==> config.mk <==
export PLATFORM = sky130hd
export DESIGN_NAME = pulse_count_led_dimmer
export DESIGN_NICKNAME = d
export VERILOG_FILES = /design/src/inc/dimmer_pkg.sv /design/src/design/pin_sync.sv /design/src/design/current_rom.sv /design/src/design/pulse_count_led_dimmer.sv
export SDC_FILE = /design/constraint.sdc
export NUM_CORES = 1
export LEC_CHECK = 0
export ABC_CLOCK_PERIOD_IN_PS = 4000
export CORE_MARGIN = 5
export CORE_UTILIZATION = 53
export CTS_CLUSTER_DIAMETER = 30
export DETAILED_ROUTE_END_ITERATION = 8
export DONT_BUFFER_PORTS = 1
export PLACE_DENSITY = 0.71
export SYNTH_ARGS = -nofsm -noshare
export SYNTH_HDL_FRONTEND = slang
export SYNTH_SLANG_ARGS = --single-unit
==> constraint.sdc <==
create_clock -name clk_sys_in -period 4 [get_ports clk_sys_in]
set_clock_uncertainty 0.2 [all_clocks]
set_input_delay 0.8 -clock clk_sys_in [delete_from_list [all_inputs] [get_ports clk_sys_in]]
set_output_delay 0.8 -clock clk_sys_in [all_outputs]
set_load 0.05 [all_outputs]
==> src/inc/dimmer_pkg.sv <==
package dimmer_pkg;

	// ----------------------------------------------------------------
	// Timing
	// ----------------------------------------------------------------
	localparam int CLK_HZ = 40000000;
	localparam int OFF_TIMEOUT_US = 500;
	localparam int OFF_TIMEOUT_CYC = (CLK_HZ / 1000000) * OFF_TIMEOUT_US;
	localparam int SOFT_START_US = 400;
	localparam int SOFT_START_CYC = (CLK_HZ / 1000000) * SOFT_START_US;
	localparam int TMR_W = 16;

	// ----------------------------------------------------------------
	// Brightness code
	// ----------------------------------------------------------------
	localparam int CODE_W = 5;
	localparam int CUR_W = 15;
	localparam int LED_COUNT = 4;
	localparam logic [CODE_W-1:0] CODE_LOW = 5'h00;
	localparam logic [CODE_W-1:0] CODE_FULL = 5'h1F;

	typedef enum logic [1:0] {
		ST_OFF,
		ST_SOFT,
		ST_ON
	} dim_state_e;

	typedef struct packed {
		logic active;
		logic soft_start;
		logic [CODE_W-1:0] code;
	} dim_status_s;

endpackage : dimmer_pkg

==> src/design/pin_sync.sv <==
`timescale 1ns/1ps
`default_nettype none

module pin_sync (
	input wire logic clk_sys_in,
	input wire logic srst_in,
	input wire logic pin_in,
	output logic level_out,
	output logic rise_out
);

	typedef struct packed {
		logic meta;
		logic sync;
		logic prev;
	} sync_s;

	sync_s st_r;
	sync_s st_nxt;

	always_comb begin
		st_nxt.meta = pin_in;
		st_nxt.sync = st_r.meta;
		st_nxt.prev = st_r.sync;
	end

	always_ff @(posedge clk_sys_in) begin
		if (srst_in) begin
			st_r <= '0;
		end else begin
			st_r <= st_nxt;
		end
	end

	assign level_out = st_r.sync;
	assign rise_out = st_r.sync & ~st_r.prev;

endmodule : pin_sync
`default_nettype wire

==> src/design/current_rom.sv <==
`timescale 1ns/1ps
`default_nettype none

module current_rom (
	input wire logic clk_sys_in,
	input wire logic srst_in,
	input wire logic [dimmer_pkg::CODE_W-1:0] code_in,
	output logic [dimmer_pkg::CUR_W-1:0] microamp_out
);
	import dimmer_pkg::*;

	// ----------------------------------------------------------------
	// Table of output currents in microamps, code 1 at index 0
	// ----------------------------------------------------------------
	function automatic logic [CUR_W-1:0] lookup(input logic [CODE_W-1:0] idx);
		case (idx)
			5'h00: lookup = 15'h0225;
			5'h01: lookup = 15'h0273;
			5'h02: lookup = 15'h02C2;
			5'h03: lookup = 15'h0310;
			5'h04: lookup = 15'h035F;
			5'h05: lookup = 15'h03FC;
			5'h06: lookup = 15'h044A;
			5'h07: lookup = 15'h04E7;
			5'h08: lookup = 15'h0584;
			5'h09: lookup = 15'h0621;
			5'h0A: lookup = 15'h070C;
			5'h0B: lookup = 15'h07A9;
			5'h0C: lookup = 15'h08E3;
			5'h0D: lookup = 15'h09CE;
			5'h0E: lookup = 15'h0B08;
			5'h0F: lookup = 15'h0C41;
			5'h10: lookup = 15'h0DC9;
			5'h11: lookup = 15'h0FA0;
			5'h12: lookup = 15'h1177;
			5'h13: lookup = 15'h139C;
			5'h14: lookup = 15'h160F;
			5'h15: lookup = 15'h18D1;
			5'h16: lookup = 15'h1B93;
			5'h17: lookup = 15'h1EF2;
			5'h18: lookup = 15'h22ED;
			5'h19: lookup = 15'h2737;
			5'h1A: lookup = 15'h2BD0;
			5'h1B: lookup = 15'h3153;
			5'h1C: lookup = 15'h3726;
			5'h1D: lookup = 15'h3DE3;
			5'h1E: lookup = 15'h458C;
			default: lookup = 15'h4E20;
		endcase
	endfunction : lookup

	logic [CUR_W-1:0] data_r;
	logic [CUR_W-1:0] data_nxt;

	always_comb begin
		data_nxt = lookup(code_in);
	end

	always_ff @(posedge clk_sys_in) begin
		if (srst_in) begin
			data_r <= '0;
		end else begin
			data_r <= data_nxt;
		end
	end

	assign microamp_out = data_r;

endmodule : current_rom
`default_nettype wire

==> src/design/pulse_count_led_dimmer.sv <==
// Operation
// RQ1: Rising edges step one of 32 log codes.
// RQ2: Code 32 full scale, code 1 -31 dB.
// RQ3: Edge at code 32 wraps to code 1.
// RQ4: Each edge adds 1 dB; 31 lowers one.
// RQ5: Edges up to 1 MHz accepted.
// RQ6: First edge enables at lowest code.
// RQ7: Line held high keeps current steady.
// RQ8: Low for timeout disables, outputs off.
// RQ9: Edges still counted during soft start.
// RQ10: Host may space pulses below timeout.
// RQ11: Codes map to fixed current table.
// RQ12: One code drives all four outputs.
// RQ13: Timeout counter restarts; expiry resets code.
`timescale 1ns/1ps
`default_nettype none

module pulse_count_led_dimmer #(
	parameter int OFF_CYCLES = dimmer_pkg::OFF_TIMEOUT_CYC,
	parameter int SOFT_CYCLES = dimmer_pkg::SOFT_START_CYC
) (
	input wire logic clk_sys_in,
	input wire logic srst_in,
	input wire logic en_set_in,
	output logic [dimmer_pkg::CUR_W-1:0] led_out_one,
	output logic [dimmer_pkg::CUR_W-1:0] led_out_two,
	output logic [dimmer_pkg::CUR_W-1:0] led_out_three,
	output logic [dimmer_pkg::CUR_W-1:0] led_out_four,
	output dimmer_pkg::dim_status_s status_out
);
	import dimmer_pkg::*;

	// ----------------------------------------------------------------
	// Pin sampling
	// ----------------------------------------------------------------
	logic line_level;
	logic line_rise;

	// A 1 MHz pulse train gives 20 cycles per level, ample for the sampler.
	pin_sync u_sync ( // RQ5
		.clk_sys_in(clk_sys_in),
		.srst_in(srst_in),
		.pin_in(en_set_in),
		.level_out(line_level),
		.rise_out(line_rise)
	);

	// ----------------------------------------------------------------
	// State
	// ----------------------------------------------------------------
	typedef struct packed {
		dim_state_e state;
		logic [CODE_W-1:0] code;
		logic [TMR_W-1:0] low_cnt;
		logic [TMR_W-1:0] soft_cnt;
		logic drive;
		logic drive_d;
	} core_s;

	core_s st_r;
	core_s st_nxt;

	localparam logic [TMR_W-1:0] OFF_LIMIT = TMR_W'(OFF_CYCLES - 1);
	localparam logic [TMR_W-1:0] SOFT_LIMIT = TMR_W'(SOFT_CYCLES - 1);
	localparam logic [CODE_W-1:0] CODE_STEP = 5'h01;

	always_comb begin
		st_nxt = st_r;
		// The enable trails by one cycle to line up with the registered table output.
		st_nxt.drive_d = st_r.drive;
		case (st_r.state)
			ST_OFF: begin
				st_nxt.drive = 1'b0;
				if (line_rise) begin
					st_nxt.state = ST_SOFT; // RQ6
					st_nxt.code = CODE_LOW; // RQ6 RQ2
					st_nxt.low_cnt = '0;
					st_nxt.soft_cnt = '0;
					st_nxt.drive = 1'b1;
				end
			end
			ST_SOFT, ST_ON: begin
				if (line_rise) begin
					// Wrapping from full scale back to code 1 falls out of 5-bit overflow.
					st_nxt.code = st_r.code + CODE_STEP; // RQ1 RQ3 RQ4 RQ9
				end
				if (st_r.state == ST_SOFT) begin
					if (st_r.soft_cnt >= SOFT_LIMIT) begin
						st_nxt.state = ST_ON;
					end else begin
						st_nxt.soft_cnt = st_r.soft_cnt + TMR_W'(1);
					end
				end
				if (line_level) begin
					st_nxt.low_cnt = '0; // RQ7 RQ13
				end else if (st_r.low_cnt >= OFF_LIMIT) begin
					st_nxt.state = ST_OFF; // RQ8 RQ13
					st_nxt.code = CODE_LOW;
					st_nxt.low_cnt = '0;
					st_nxt.soft_cnt = '0;
					st_nxt.drive = 1'b0;
				end else begin
					st_nxt.low_cnt = st_r.low_cnt + TMR_W'(1); // RQ10
				end
			end
			default: begin
				st_nxt.state = ST_OFF;
				st_nxt.drive = 1'b0;
			end
		endcase
	end

	always_ff @(posedge clk_sys_in) begin
		if (srst_in) begin
			st_r <= '{state: ST_OFF, code: CODE_LOW, low_cnt: '0, soft_cnt: '0, drive: 1'b0,
				drive_d: 1'b0};
		end else begin
			st_r <= st_nxt;
		end
	end

	// ----------------------------------------------------------------
	// Current level
	// ----------------------------------------------------------------
	logic [CUR_W-1:0] level_ua;

	current_rom u_rom ( // RQ11
		.clk_sys_in(clk_sys_in),
		.srst_in(srst_in),
		.code_in(st_r.code),
		.microamp_out(level_ua)
	);

	logic [CUR_W-1:0] led_level [LED_COUNT];

	genvar g;
	generate
		for (g = 0; g < LED_COUNT; g++) begin : g_led
			assign led_level[g] = st_r.drive_d ? level_ua : '0; // RQ12 RQ8
		end
	endgenerate

	assign led_out_one = led_level[0];
	assign led_out_two = led_level[1];
	assign led_out_three = led_level[2];
	assign led_out_four = led_level[3];

	assign status_out = '{active: st_r.drive, soft_start: (st_r.state == ST_SOFT), code: st_r.code};

endmodule : pulse_count_led_dimmer
`default_nettype wire

==> results of run 1 <==
[state kept, by name, indices dropped and copies added (netlist names)]
signal and cells:
st_r 35, u_rom.microamp_out 15, u_sync.st_nxt 1, u_sync.st_r 1
status_out 6, u_sync.level_out 1
[cell families after synthesis]
logic type,synth area share [%]
flip-flops,32.30
AO/OA/AOI/OAI,19.12
multiplexers,1.163
AND/OR/NAND/NOR,22.44
buffers and inverters,15.16
adder cells (fa/ha/maj),4.790
XOR/XNOR,5.029
[metal layers]
| layer | up-vias | wire (µm) |
|---|---|---|
| li1 | 1418 | - |
| met1 | 1325 | 3311 |
| met2 | 101 | 3088 |
| met3 | 11 | 627 |
| met4 | 0 | 91 |
| met5 | - | 0 |
[synthesized netlist by cell type (all sizes together) (3+ instances only)]
cell / instances
inv: 17
and2: 18
nor3: 6
a31oi: 4
nor2b: 7
nand4: 7
nor4b: 3
a2111oi: 5
nand2b: 6
o211ai: 3
or2: 3
nor2: 51
and3: 5
a21o: 4
o31ai: 4
nand2: 29
xor2: 7
clkbuf: 19
dfxtp: 59
o21ai: 22
a211oi: 13
nand3: 14
xnor2: 14
ha: 14
a21oi: 26
buf: 58
nand3b: 6
[metrics by stage]
stage	instance area, µm²	setup slack [ps]
2_1_floorplan	3657	1638
3_3_place_gp	3323	1421
3_5_place_dp	3323	1345
4_1_cts	3551	1193
5_1_grt	3551	1094
6_report	3551	1239
[where the power goes]
part / internal, mW / switching, mW
Clock: 0.384 / 0.235
Sequential: 0.597 / 0.00635
Combinational: 0.0256 / 0.0636
[layout make-up]
class / count / share of cell area (%)
clock buffer: 12 / 4.369
clock inverter: 4 / 2.044
inverter: 17 / 1.797
multi-input combinational: 304 / 54.65
sequential: 59 / 33.26
tap: 80 / 2.819
timing repair buffer: 5 / 1.057
[worst max path at each step]
stage / to / slack [ps] / cells past startpoint
2_1_floorplan: st_r[13] / 1640 / 8
3_3_place_gp: st_r[11] / 1420 / 7
3_5_place_dp: st_r[11] / 1340 / 7
4_1_cts: led_out_three[13] / 1190 / 1
5_1_grt: led_out_three[13] / 1090 / 1
6_report: led_out_three[13] / 1240 / 1
==> load_flow_metrics.sql, run 1 <==
INSERT INTO impl_metrics (metric_group, metric, value, unit) VALUES
('run_status', 'status', 'completed', ''),
('hold_path', 'holdCritStartpoint', 'st_r[15]', ''),
('final_layout', 'layout.core_utilization', '52.56', '%'),
('clock_tree', 'clk_transition_reported_paths', '60', 'ps'),
('yosys', 'synth_cell_types', '57', ''),
('worst_setup_path', 'r2r_end', 'st_r[11]', ''),
('hold_path', 'whs_path_depth', '2', ''),
('place', 'hpwl', '4826', 'µm'),
('yosys', 'proportion_of_synthesized_flip_flops_having_asynchronous_set_or_reset', '0', '%'),
('final_layout', 'num_antenna_cells', '0', ''),
('clock_tree', 'cts_hold_buf', '0', ''),
('hold_path', 'hold_path.class', 'flop to flop', ''),
('yosys', 'seq_area_frac_synth', '32.30', '%'),
('place', 'place.gp.congestion', '0.8759', ''),
('clock_tree', 'cts_htree_levels', '3', ''),
('routing', 'detailedRoute.firstIterationViolations', '218', ''),
('global_route', 'gr-usage-met1', '22.58', '%'),
('clock_tree', 'cts_post_setup_buffers_inserted', '0', ''),
('sta', 'grt_setup_unrepaired', 'no', ''),
('global_route', 'global_route.usage.met3', '6.758', '%'),
('routing', 'route.final.wire_length', '7119', 'µm'),
('sta', 'final.period_utilization', '69.03', '%'),
('final_layout', 'drive_above_1_share', '11.72', '%'),
('sta', 'fmax', '0.3622', 'GHz'),
('sta', 'hold_viol_final', '0', ''),
('sta', 'max_slew.worst_pin.slew', '1217', 'ps'),
('clock_tree', 'tritoncts', 'done', ''),
('routing', 'wl_per_cell', '14.80', 'µm'),
('die', 'design.core.area', '0.006756', 'mm²'),
('run', 'max_cap_viol_count', '0', ''),
('sta', 'timing.final.crit_period', '2761', 'ps'),
('worst_setup_path', 'startpoint', 'st_r[0]', ''),
('hold_path', 'timing.hold.worst_endpoint', 'st_r[15]', ''),
('worst_setup_path', 'critical_path.slowest_cell', 'and2_2', ''),
('final_layout', 'sequential_cell_area', '0.001181', 'mm²'),
('yosys', 'netlist.area_leader.share', '32.30', '%'),
('sta', 'timing.slew.headroom', '16.77', '%'),
('yosys', 'ys_dominant_reg_cell', 'dfxtp_1', ''),
('yosys', 'synth.yosys.warnings', '0', ''),
('worst_setup_path', 'timing.critical_path.buf_inv', '0', ''),
('power', 'power_leakage', '1.259', 'nW'),
('sta', 'setup_viol', '0', ''),
('yosys', 'synth_edf_count', '0', ''),
('worst_setup_path', 'worst_setup_path_start_kind', 'flop', ''),
('die', 'fp-row-count', '30', ''),
('power', 'worst_ir_drop_vdd', '160.4', 'µV'),
('yosys', 'post_synth.cell_area_avg', '8.003', 'µm²'),
('yosys', 'synth_area_leaders', 'dfxtp_1, buf_4, nor2_1, ha_1, a21oi_1', ''),
('yosys', 'post_synth_inst_count', '457', ''),
('sta', 'final.setup.tns', '0', 'ps'),
('clock_tree', 'worst_case_clock_buffer_depth', '2', ''),
('final_layout', 'nNetsFinal', '413', ''),
('sta', 'slew_violations', '0', ''),
('worst_setup_path', 'crit_path_max_fanout', '15', ''),
('routing', 'drt_first_pass_iters', '5', ''),
('clock_tree', 'cts_buffers', '9', ''),
('worst_setup_path', 'worst_case_register_to_register_setup_slack', '1340', 'ps'),
('die', 'num_io_pins', '70', ''),
('place', 'place.detailed.instances', '465', ''),
('clock_tree', 'tritoncts_num_sinks', '59', ''),
('sta', 'final_worst_hold_slack', '247.9', 'ps'),
('global_route', 'grt_start_max_net_pins', '40', ''),
('global_route', 'grt_pass1_wl', '12070', 'µm'),
('routing', 'detail-route-antenna-nets', '0', ''),
('worst_setup_path', 'critical_path.max_stage_delay', '900', 'ps'),
('yosys', 'synth_area_leader_cell', 'dfxtp_1', ''),
('final_layout', 'multiInputGateArea', '0.001941', 'mm²'),
('worst_setup_path', 'worstPathArrival', '1760', 'ps'),
('die', 'floorplan.initialDensity', '54.13', '%'),
('place', 'port-buffer-count', '0', ''),
('global_route', 'busiest_layer', 'met2', '');
No activity file was read; power rests on OpenSTA's default activity.
==> inputs of run 2 (changes only) <==
- ABC_CLOCK_PERIOD_IN_PS: 4000 -> 2520
- PLACE_DENSITY: 0.71 -> 0.74
- clock period: 4 -> 2.52 ns (I/O delays scaled with it)
==> load_flow_metrics.sql, run 2 (synthesis gave the netlist of run 1 again) <==
INSERT INTO impl_metrics (metric_group, metric, value, unit) VALUES
('routing', 'detail_route.vias_per_cell', '5.800', ''),
('sta', 'slew_violations', '0', ''),
('run', 'max_cap_viol_count', '0', ''),
('die', 'design.core.area', '0.006756', 'mm²'),
('worst_setup_path', 'endpoint_kind', 'flop', ''),
('clock_tree', 'worst_case_clock_buffer_depth', '2', ''),
('final_layout', 'finish.instance_area', '0.003951', 'mm²'),
('final_layout', 'layout_commonest_cell', 'dfxtp_1', ''),
('worst_setup_path', 'worstPathArrival', '2420', 'ps'),
('routing', 'drt_first_pass_iters', '4', ''),
('sta', 'timing.final.crit_period', '2360', 'ps'),
('place', 'dp_worst_setup_slack', '189.7', 'ps'),
('final_layout', 'largest_register_ff_count', '35', ''),
('sta', 'timing.slew.headroom', '62.44', '%'),
('place', 'place.detailed.instances', '493', ''),
('worst_setup_path', 'criticalPathCategory', 'flop to flop', ''),
('sta', 'setup_viol', '0', ''),
('global_route', 'grt_use_total', '17.61', '%'),
('sta', 'final.setup.worst_slack', '160.0', 'ps'),
('hold_path', 'hold_path.class', 'input pin to flop', ''),
('routing', 'detailedRoute.firstIterationViolations', '270', ''),
('global_route', 'grt_antenna_before_repair', '0', ''),
('power', 'pwr_density', '530.8', 'mW/mm²'),
('place', 'port-buffer-count', '0', ''),
('clock_tree', 'insertion_delay', '350', 'ps'),
('final_layout', 'layout.cells.non_filler', '509', ''),
('clock_tree', 'tritoncts_num_sinks', '59', ''),
('routing', 'wl_per_cell', '15.14', 'µm'),
('final_layout', 'nNetsFinal', '441', ''),
('place', 'place.gp.congestion', '0.9220', ''),
('sta', 'hold_viol_final', '0', ''),
('worst_setup_path', 'worst_setup_path_start_kind', 'flop', ''),
('clock_tree', 'cts_htree_levels', '3', ''),
('power', 'p_total', '2.097', 'mW'),
('final_layout', 'drive_above_1_share', '17.95', '%'),
('clock_tree', 'tritoncts', 'done', ''),
('routing', 'drt_drc_violations_left', '0', ''),
('sta', 'grt_setup_unrepaired', 'no', ''),
('global_route', 'first_global_vias', '2718', ''),
('die', 'num_io_pins', '70', ''),
('global_route', 'globalRoute.totalOverflow', '0', ''),
('sta', 'fmax', '0.4237', 'GHz'),
('worst_setup_path', 'crit_path_max_fanout', '5', ''),
('sta', 'final.setup.tns', '0', 'ps'),
('die', 'die_w', '93.07', 'µm'),
('clock_tree', 'clk_transition_reported_paths', '80', 'ps'),
('routing', 'detailroute.via_count', '2952', ''),
('power', 'power_leakage', '1.449', 'nW'),
('final_layout', 'area.growth.synth_to_final', '8.040', '%'),
('routing', 'route.final.wire_length', '7704', 'µm'),
('global_route', 'grt_pass1_wl', '12540', 'µm'),
('final_layout', 'num_antenna_cells', '0', ''),
('die', 'floorplan.initialDensity', '54.13', '%'),
('clock_tree', 'clock-root-buffer', 'clkbuf_8', ''),
('sta', 'max_slew.worst_pin.slew', '562.6', 'ps'),
('place', 'detailed_place.area', '0.003721', 'mm²'),
('sta', 'final.period_utilization', '93.65', '%'),
('power', 'worst_ir_drop_vdd', '278.4', 'µV'),
('clock_tree', 'cts_buffers', '9', ''),
('run_status', 'status', 'completed', ''),
('die', 'design.die.area', '0.008662', 'mm²'),
('routing', 'detail-route-antenna-nets', '0', ''),
('global_route', 'grt_start_max_net_pins', '30', ''),
('die', 'floorplan.die.height', '93.07', 'µm'),
('die', 'fp-row-count', '30', ''),
('clock_tree', 'cts_post_setup_buffers_inserted', '0', ''),
('place', 'hpwl', '5302', 'µm'),
('final_layout', 'largest-register', 'st_r', ''),
('worst_setup_path', 'worst_ep_required_time', '2580', 'ps'),
('final_layout', 'layout.cells.most_common_list', 'dfxtp_1, nor2_1, nand2_1', '');
## run 2: cell count changes in the layout (fill, tap and decap cells not counted), moves of 2 or more
cell      previous run  this run
clkinv_4             0         2
buf_12               0        15
clkbuf_8            11         9
buf_4                5        18
inv_6                0         2
## run 2: per-stage QoR
| step | hold WS (ps) | util (%) |
|---|---|---|
| finish | 27.86 | 58.48 |
| global route | 15.60 | 58.48 |
| CTS | 17.48 | 58.39 |
| detailed placement | 233.3 | 55.07 |
| global placement | 222.8 | 55.07 |
| floorplan | 213.8 | - |
## run 2: final timing paths
path / cells past startpoint / from / slack [ps] / end
hold / removal: 1 / srst_in / 30 / u_sync.st_r[0]
setup / recovery: 6 / st_r[39] / 160 / st_r[28]
setup reg to reg: 6 / st_r[39] / 160 / st_r[28]
hold reg to reg: 1 / u_sync.st_nxt[1] / 250 / u_sync.level_out
## run 2: metal layers
metal | share of wire [%] | vias to the layer above | track usage, %
met5 | 0 | - | 0
met3 | 6.0 | 18 | 5.953
li1 | - | 1471 | -
met4 | 2.0 | 0 | 6.105
met2 | 47 | 97 | 28.85
met1 | 45 | 1366 | 21.55
## run 2: layout make-up
| cell class | instances | area [µm²] |
|---|---|---|
| Sequential cell | 59 | 1181 |
| Timing Repair Buffer | 33 | 435.4 |
| Clock buffer | 9 | 123.9 |
| Clock inverter | 7 | 100.1 |
| Fill cell | 565 | 2805 |
| Tap cell | 80 | 100.1 |
| Inverter | 17 | 63.81 |
| Multi-Input combinational cell | 304 | 1947 |
## run 2: where the power goes
group | internal [mW] | switching [mW]
combinational | 0.0541 | 0.105
clock | 0.565 | 0.414
sequential | 0.948 | 0.0120
total | 1.57 | 0.531
## run 2: what timing repair did
item,CTS,global route
resized for setup,0,1
hold buffers,0,0
setup endpoints to repair,0,2
## run 2: critical path, stage by stage (launching register included)
cell	delay [ps]
dfxtp_1	400
inv_1	90
ha_1	300
nand3b_1	150
a311oi_2	460
or3b_2	490
a31oi_1	190
